==> src/shared/uei_pkg.sv <==
// Package with register map and field layout for the endpoint irq summary
package uei_pkg;
    localparam int          NUM_EP       = 7;
    localparam int          NUM_SRC      = 5;
    localparam int          ADDR_W       = 8;
    localparam int          DATA_W       = 8;
    localparam logic [7:0]  ADDR_IRQ_EN  = 8'hC2;
    localparam logic [7:0]  ADDR_FLAGS   = 8'hF8;
    localparam logic [7:0]  RESET_EN     = 8'h00;
    localparam logic [7:0]  READ_ZERO    = 8'h00;
    localparam int          SRC_TRANSMIT_COMPLETE    = 0;
    localparam int          SRC_RXB0     = 1;
    localparam int          SRC_RXB1     = 2;
    localparam int          SRC_SETUP    = 3;
    localparam int          SRC_STALL_OR_CRC_ERROR   = 4;

    typedef struct packed {
        logic                stall_or_crc_error;
        logic                setup_received;
        logic                rx_out_bank_one;
        logic                rx_out_bank_zero;
        logic                transmit_complete;
    } uei_src_t;

    typedef struct packed {
        logic [ADDR_W-1:0]   addr;
        logic [DATA_W-1:0]   wdata;
        logic                wr;
        logic                rd;
    } uei_bus_t;
endpackage

==> src/hdl/uei_summary.sv <==
// Endpoint interrupt summary flags, enables and shared USB interrupt
//
// Our own choice: the strobed register port.
`timescale 1ns/100ps
`default_nettype none
module uei_summary
(
    input  wire logic                          core_clk,
    input  wire logic                          rstn,
    input  wire uei_pkg::uei_bus_t             bus,
    input  wire uei_pkg::uei_src_t [6:0]       ep_src,
    output var  logic [uei_pkg::DATA_W-1:0]    rdata,
    output var  logic                          usb_irq
);
    import uei_pkg::*;

    logic [NUM_EP-1:0] flags_r;
    logic [NUM_EP-1:0] flags_nxt;
    logic [NUM_EP-1:0] enable_r;
    logic [NUM_EP-1:0] src_any;
    logic [NUM_EP-1:0] pend_nxt;
    logic              irq_nxt;
    logic [DATA_W-1:0] rdata_nxt;
    logic              en_wr_hit;
    logic              en_rd_hit;
    logic              flag_wr_hit;
    logic              flag_rd_hit;

    // Sources come from same-clock status logic, so no synchroniser
    genvar g;
    generate
        for (g = 0; g < NUM_EP; g++)
        begin : g_ep
            assign src_any[g] = |ep_src[g];
        end
    endgenerate

    // Level follow: flag is a registered OR, so set and clear never race
    always_comb
    begin
        flags_nxt = src_any;
    end

    always_ff @(posedge core_clk or negedge rstn)
    begin
        if (!rstn)
            flags_r <= '0;
        else
            flags_r <= flags_nxt;
    end

    // Exact address match; a partial decode would alias stray writes
    always_comb
    begin
        en_wr_hit   = bus.wr && (bus.addr == ADDR_IRQ_EN);
        en_rd_hit   = bus.rd && (bus.addr == ADDR_IRQ_EN);
        flag_wr_hit = bus.wr && (bus.addr == ADDR_FLAGS);
        flag_rd_hit = bus.rd && (bus.addr == ADDR_FLAGS);
    end

    // Bit 7 of the write data is dropped, so it never reads back as one
    always_ff @(posedge core_clk or negedge rstn)
    begin
        if (!rstn)
            enable_r <= RESET_EN[NUM_EP-1:0];
        else if (en_wr_hit)
            enable_r <= bus.wdata[NUM_EP-1:0];
    end

    always_comb
    begin
        pend_nxt = flags_r & enable_r;
        irq_nxt  = |pend_nxt;
    end

    // Interrupt follows the flags one cycle late; kept registered for timing
    always_ff @(posedge core_clk or negedge rstn)
    begin
        if (!rstn)
            usb_irq <= 1'b0;
        else
            usb_irq <= irq_nxt;
    end

    // Writes to the flag address fall through: no effect
    always_comb
    begin
        rdata_nxt = READ_ZERO;
        if (en_rd_hit)
            rdata_nxt = {1'b0, enable_r};
        else if (flag_rd_hit)
            rdata_nxt = {1'b0, flags_r};
    end

    // Read data stands one cycle only, then drops back to zero
    always_ff @(posedge core_clk or negedge rstn)
    begin
        if (!rstn)
            rdata <= READ_ZERO;
        else
            rdata <= rdata_nxt;
    end

    // Per endpoint and per source, so one dead OR input shows up
    genvar s;
    generate
        for (g = 0; g < NUM_EP; g++)
        begin : g_ep_chk

            for (s = 0; s < NUM_SRC; s++)
            begin : g_src_chk

            end
        end
    endgenerate
endmodule // uei_summary
`default_nettype wire

==> config.mk <==
export PLATFORM = sky130hd
export DESIGN_NAME = uei_summary
export DESIGN_NICKNAME = d
export VERILOG_FILES = /design/src/shared/uei_pkg.sv /design/src/hdl/uei_summary.sv
export SDC_FILE = /design/constraint.sdc
export NUM_CORES = 1
export LEC_CHECK = 0
export BUFFER_PORTS_ARGS = -buffer_cell sky130_fd_sc_hd__buf_2
export CAP_MARGIN = 30
export CELL_PAD_IN_SITES_DETAIL_PLACEMENT = 0
export CELL_PAD_IN_SITES_GLOBAL_PLACEMENT = 2
export CORE_MARGIN = 8
export CORE_UTILIZATION = 25
export CTS_CLUSTER_SIZE = 28
export DETAILED_ROUTE_END_ITERATION = 10
export GPL_TIMING_DRIVEN = 0
export PLACE_DENSITY = 0.9
export SLEW_MARGIN = 20
export SYNTH_ARGS = -nofsm -noshare
export SYNTH_HDL_FRONTEND = slang
export SYNTH_SLANG_ARGS = --single-unit
==> constraint.sdc <==
create_clock -name core_clk -period 2.45 [get_ports core_clk]
set_input_delay 0.1225 -clock core_clk [delete_from_list [all_inputs] [get_ports core_clk]]
set_output_delay 0.1225 -clock core_clk [all_outputs]
set_load 0.1 [all_outputs]
* Word level (Yosys, flattened, before mapping)
Cells that the tools add are included.
Word-level totals: input bits 55, bits in registers 23, output and inout bits 9, word-level logic and storage cells 20
Cells by class: multiplexer cells 2, eq/ne operators 2, bitwise logic cells 1, reductions and logical operators 11
Operators by type and width (number):
- $reduce_or A5 Y1 | 7
- $eq A8 B8 Y1 const B | 2
- $mux W8 | 1
- $and A7 B7 Y7 | 1
- $mux W7 | 1
- $reduce_or A7 Y1 | 1
- $logic_and A1 B1 Y1 | 3

* Longest topological paths before layout
depth in word-level cells 4, gate-level depth with buffers 5, mapped depth without buffers 3

* Least setup slack after synthesis
No wires, ideal clock.
path type input-to-reg, from input bus[14] in the netlist's numbering, to register enable_r[0], buffers on the path 2, data required time 2.325 ns, setup time 0.125 ns, stages 5, arrival time 1.454 ns, path slack 0.871 ns, path through buf_6 > nor4b_4 > or3b_1 > buf_6 > mux2_4
Between the ends: cells in the longest elaborated chain, start to end 2
RTL lines:
- start, declared | RTL line uei_summary.sv:10 | input wire uei_pkg::uei_bus_t bus,
- $eq A8 B8 Y1 | RTL line uei_summary.sv:55 | en_wr_hit = bus.wr && (bus.addr == ADDR_IRQ_EN);
- $logic_and A1 B1 Y1 | RTL line uei_summary.sv:55
- end signal, assigned | RTL line uei_summary.sv:65 | enable_r <= RESET_EN[NUM_EP-1:0];
- end signal, assigned | RTL line uei_summary.sv:67 | enable_r <= bus.wdata[NUM_EP-1:0];
- end, declared | RTL line uei_summary.sv:19 | logic [NUM_EP-1:0] enable_r;
No other way between the ends. A chain may end at the register's enable or synchronous reset.

* Worst setup path in the final report
from input bus[14] in the netlist's numbering, to register enable_r[6]
The elaborated chain is that of the path after synthesis.

==> report_table.html <==
<table>
<tr><th>Metric</th><th>Value</th></tr>
<tr><th colspan="2">Global route</th></tr>
<tr><td>Global-route wire length before repair</td><td>4.04 mm</td></tr>
<tr><td>Global-route usage over all layers</td><td>8.23%</td></tr>
<tr><td>Remaining global-route overflow</td><td>0</td></tr>
<tr><td>Number of antenna violations at the first check in global routing</td><td>0</td></tr>
<tr><td>Maximum number of pins on one net before global-route repair</td><td>23</td></tr>
<tr><td>Vias in the first global route</td><td>973</td></tr>
<tr><th colspan="2">Die</th></tr>
<tr><td>Die span in y</td><td>78.7 microns</td></tr>
<tr><td>Die X</td><td>78.7 microns</td></tr>
<tr><td>Placeable core region</td><td>3720 sq um</td></tr>
<tr><td>Top-level port count</td><td>64</td></tr>
<tr><td>Effective utilization at floorplan</td><td>26.4%</td></tr>
<tr><td>Row count</td><td>22</td></tr>
<tr><td>Die area</td><td>6190 sq um</td></tr>
<tr><th colspan="2">Synth</th></tr>
<tr><td>Top FF cell, synth</td><td>sky130_fd_sc_hd__dfrtp_1</td></tr>
<tr><td>Cells taking the most area after synthesis</td><td>sky130_fd_sc_hd__dfrtp_1 (56%), sky130_fd_sc_hd__mux2_4 (11%), sky130_fd_sc_hd__nand3_1 (7.6%)</td></tr>
<tr><td>Leading post-synthesis cells by instance count</td><td>sky130_fd_sc_hd__dfrtp_1 (22), sky130_fd_sc_hd__nand3_1 (15)</td></tr>
<tr><td>Portion of synthesized cell area occupied by the leading cell type</td><td>56.1%</td></tr>
<tr><td>Post-synth top area cell</td><td>sky130_fd_sc_hd__dfrtp_1</td></tr>
<tr><td>Synthesized area</td><td>982 sq um</td></tr>
<tr><td>Number of warnings reported in the yosys synthesis log</td><td>0</td></tr>
<tr><td>Total of flip-flops plus latches after synthesis</td><td>22</td></tr>
<tr><td>Synth async-reset ratio</td><td>100%</td></tr>
<tr><td>Mean instance size in the synthesized netlist</td><td>11.3 sq um</td></tr>
<tr><td>Seq/Total Area, Yosys</td><td>56.1%</td></tr>
<tr><td>Gate count of the mapped netlist</td><td>87</td></tr>
<tr><td>Number of nets in the synthesized netlist</td><td>142</td></tr>
<tr><td>Number of enable-type register cells in the synthesized netlist</td><td>0</td></tr>
<tr><td>Distinct cell type count of the synthesized netlist</td><td>19</td></tr>
<tr><td>Most used standard cell by instance count after synthesis</td><td>sky130_fd_sc_hd__dfrtp_1</td></tr>
<tr><th colspan="2">Finish</th></tr>
<tr><td>Share of cells above drive strength 1</td><td>49.3%</td></tr>
<tr><td>Count of antenna diodes in the layout</td><td>0</td></tr>
<tr><td>Filler cell count in the final layout</td><td>374</td></tr>
<tr><td>Area overhead of the layout relative to synthesis</td><td>41.4%</td></tr>
<tr><td>Footprint of the multi-input gates</td><td>385 sq um</td></tr>
<tr><td>Sequential cell area</td><td>551 sq um</td></tr>
<tr><td>Nets</td><td>207</td></tr>
<tr><th colspan="2">Placement</th></tr>
<tr><td>Worst setup timing slack at the placement stage</td><td>0.762 ns</td></tr>
<tr><td>Detailed-placement wirelength estimate</td><td>2.07 mm</td></tr>
<tr><td>Routability congestion estimate</td><td>0.756</td></tr>
<tr><td>Buffers on Ports</td><td>59</td></tr>
<tr><th colspan="2">Power</th></tr>
<tr><td>Switching part of the total</td><td>25.9%</td></tr>
<tr><td>Cell-internal power</td><td>538 uW</td></tr>
<tr><td>Cell area power density</td><td>523 nW/um^2</td></tr>
<tr><td>Total leakage power</td><td>0.000694 uW</td></tr>
<tr><td>Sequential group share of total power</td><td>52.5%</td></tr>
<tr><td>Overall Power</td><td>726 uW</td></tr>
<tr><td>Worst-case vdd ir drop</td><td>0.000179 V</td></tr>
<tr><td>Net switching power of the design</td><td>188 uW</td></tr>
<tr><td>Combinational power share</td><td>17.7%</td></tr>
<tr><td>Part of the total power dissipated in the clock network</td><td>29.9%</td></tr>
<tr><th colspan="2">Routing</th></tr>
<tr><td>Routed wire per std cell</td><td>12.4 microns</td></tr>
<tr><td>Length of the first detailed-routing pass in iterations</td><td>4</td></tr>
<tr><td>Sum of routed wire length over all layers</td><td>2.45 mm</td></tr>
<tr><td>Number of DRC violations after detailed-routing iteration 0</td><td>21</td></tr>
<tr><td>Via count of the routed design</td><td>860</td></tr>
<tr><td>Antenna-violating nets left</td><td>0</td></tr>
<tr><td>Remaining design rule violation count</td><td>0</td></tr>
<tr><td>Avg Vias per Cell</td><td>4.34</td></tr>
<tr><th colspan="2">STA</th></tr>
<tr><td>Setup repair after global routing missed its margin</td><td>false</td></tr>
<tr><td>Pins over their slew limit</td><td>0</td></tr>
<tr><td>Final setup viols</td><td>0</td></tr>
<tr><td>Clock skew</td><td>0.00122 ns</td></tr>
<tr><td>Sum of negative setup slack</td><td>0 ns</td></tr>
<tr><td>Worst path setup slack after routing</td><td>1.04 ns</td></tr>
<tr><td>Final cycle utilization of the critical path</td><td>57.7%</td></tr>
<tr><td>Number of endpoints with negative hold slack in the final report</td><td>0</td></tr>
<tr><td>Final worst path period need</td><td>1.41 ns</td></tr>
<tr><td>Final hold slack</td><td>0.0380 ns</td></tr>
<tr><td>Maximum clock frequency</td><td>708 MHz</td></tr>
<tr><th colspan="2">Setup path</th></tr>
<tr><td>Maximum fanout along the worst path</td><td>8</td></tr>
<tr><td>Worst EP required</td><td>2.60 ns</td></tr>
<tr><td>Delay of the slowest cell on the worst path</td><td>0.46 ns</td></tr>
<tr><td>Startpoint class of the critical path</td><td>input port</td></tr>
<tr><td>Kind of cell adding the most delay to the critical path</td><td>simple AND/OR/NAND/NOR gates</td></tr>
<tr><td>Ordered list of cells on the worst path</td><td>buf_6, nor4b_4, or3b_1, buf_6, mux2_4</td></tr>
<tr><td>Classification of the worst setup path</td><td>in2reg</td></tr>
<tr><td>Worst path arrival time</td><td>1.56 ns</td></tr>
<tr><td>Crit path buffers/inverters</td><td>2</td></tr>
<tr><td>Critical Path Slowest Stage Cell</td><td>sky130_fd_sc_hd__nor4b_4</td></tr>
<tr><td>Cell repeated most along the worst path</td><td>sky130_fd_sc_hd__buf_6</td></tr>
<tr><td>Type of destination of the critical path</td><td>register</td></tr>
<tr><th colspan="2">Flow run</th></tr>
<tr><td>Number of maximum-capacitance violations</td><td>0</td></tr>
<tr><th colspan="2">Clock tree</th></tr>
<tr><td>Root cell of the clock tree</td><td>sky130_fd_sc_hd__clkbuf_8</td></tr>
<tr><td>Clock-pin slew on the worst setup and hold paths</td><td>0.07 ns</td></tr>
<tr><td>Number of buffers on the longest clock path</td><td>2</td></tr>
<tr><td>H-tree depth reported by CTS</td><td>1</td></tr>
<tr><td>TritonCTS clock tree</td><td>yes</td></tr>
<tr><td>Number of gates given a new drive strength after cts</td><td>0</td></tr>
<tr><td>Clock sink count</td><td>22</td></tr>
<tr><td>Total CTS buffers</td><td>3</td></tr>
<tr><td>Clock latency at the later pin of the worst-skew pair</td><td>0.26 ns</td></tr>
<tr><th colspan="2">Outcome</th></tr>
<tr><td>Outcome</td><td>finished, final reports clean</td></tr>
<tr><th colspan="2">Worst hold path</th></tr>
<tr><td>Kind of path behind the tightest hold check</td><td>in2reg</td></tr>
</table>
[kinds of logic (layout without fill, tap and decap cells)]
family                 Yosys count  in the layout  synth area share (%)
multiplexers                     7              7                  10.7
AND/OR/NAND/NOR                 40             40                  22.0
buffers and inverters            7             70                  4.71
flip-flops                      22             22                  56.1
AO/OA/AOI/OAI                   10             10                  6.11
other                            1              1                 0.382
[worst reg2reg max path: stages, from the launching register on]
cell	delay [ns]
sky130_fd_sc_hd__dfrtp_1	0.41
sky130_fd_sc_hd__a222oi_1	0.35
sky130_fd_sc_hd__nand3_1	0.13
[stage by stage]
stage | area, sq um | instances | utilization (%)
after global routing | 1390 | 198 | 37.4
after CTS | 1390 | 198 | 37.4
after global placement | 1340 | 194 | 36.0
after floorplan | 982 | 87 | -
after detailed placement | 1340 | 194 | 36.0
final | 1390 | 198 | 37.4
[flip-flops by register name, indices dropped and copies added (netlist names)]
signal and cells:
rdata 7, enable_r 7, flags_r 7, usb_irq 1
[area by class of cell]
cell class                 count  area share [%]
multi-input combinational     58            27.7
buffer                         6            3.06
inverter                       1           0.270
sequential                    22            39.6
clock buffer                   3            2.97
tap                           48            4.32
timing repair buffer          60            22.0
[power by group through the flow]
stage	clock network (uW)	logic, uW	registers (uW)
2_1_floorplan	0	39.2	418
3_5_place_dp	0	128	388
6_report	217	128	381
4_1_cts	224	129	381
3_3_place_gp	0	125	388
5_1_grt	237	139	382
[routing by layer]
metal  vias to the layer above  track usage, %  part of all wire (%)
li1                        431               -                     -
met1                       371            9.37                    45
met2                        53            12.8                    45
met3                         5            2.51                   8.0
met4                         0            6.11                   2.6
met5                         -               0                     0
[what timing repair did]
action,CTS,global route
hold buffers,1,0
setup buffers,0,0
endpoints found under the hold margin,22,0
[final timing paths]
check / startpoint / endpoint / slack (ns) / cells after the start
min in group asynchronous: rstn / enable_r[5]$_DFFE_PN0P_ / 0.34 / 2
min reg2reg: flags_r[2]$_DFF_PN0_ / usb_irq$_DFF_PN0_ / 0.54 / 2
max in group asynchronous: rstn / rdata[2]$_DFF_PN0_ / 1.79 / 2
min: ep_src[24] / flags_r[4]$_DFF_PN0_ / 0.04 / 3
max reg2reg: enable_r[4]$_DFFE_PN0P_ / usb_irq$_DFF_PN0_ / 1.43 / 2
max: bus[14] / enable_r[6]$_DFFE_PN0P_ / 1.04 / 5
[cells in the final DEF (no fill, tap or decap), drive strengths merged, types with 2 or more instances in the layout]
cell    count
buf        62
dfrtp      22
nand3      15
a21oi       7
nor2        7
nor3        7
nand2       7
mux2        7
clkbuf      6
a22oi       2
No activity file was read; power rests on OpenSTA's default activity.
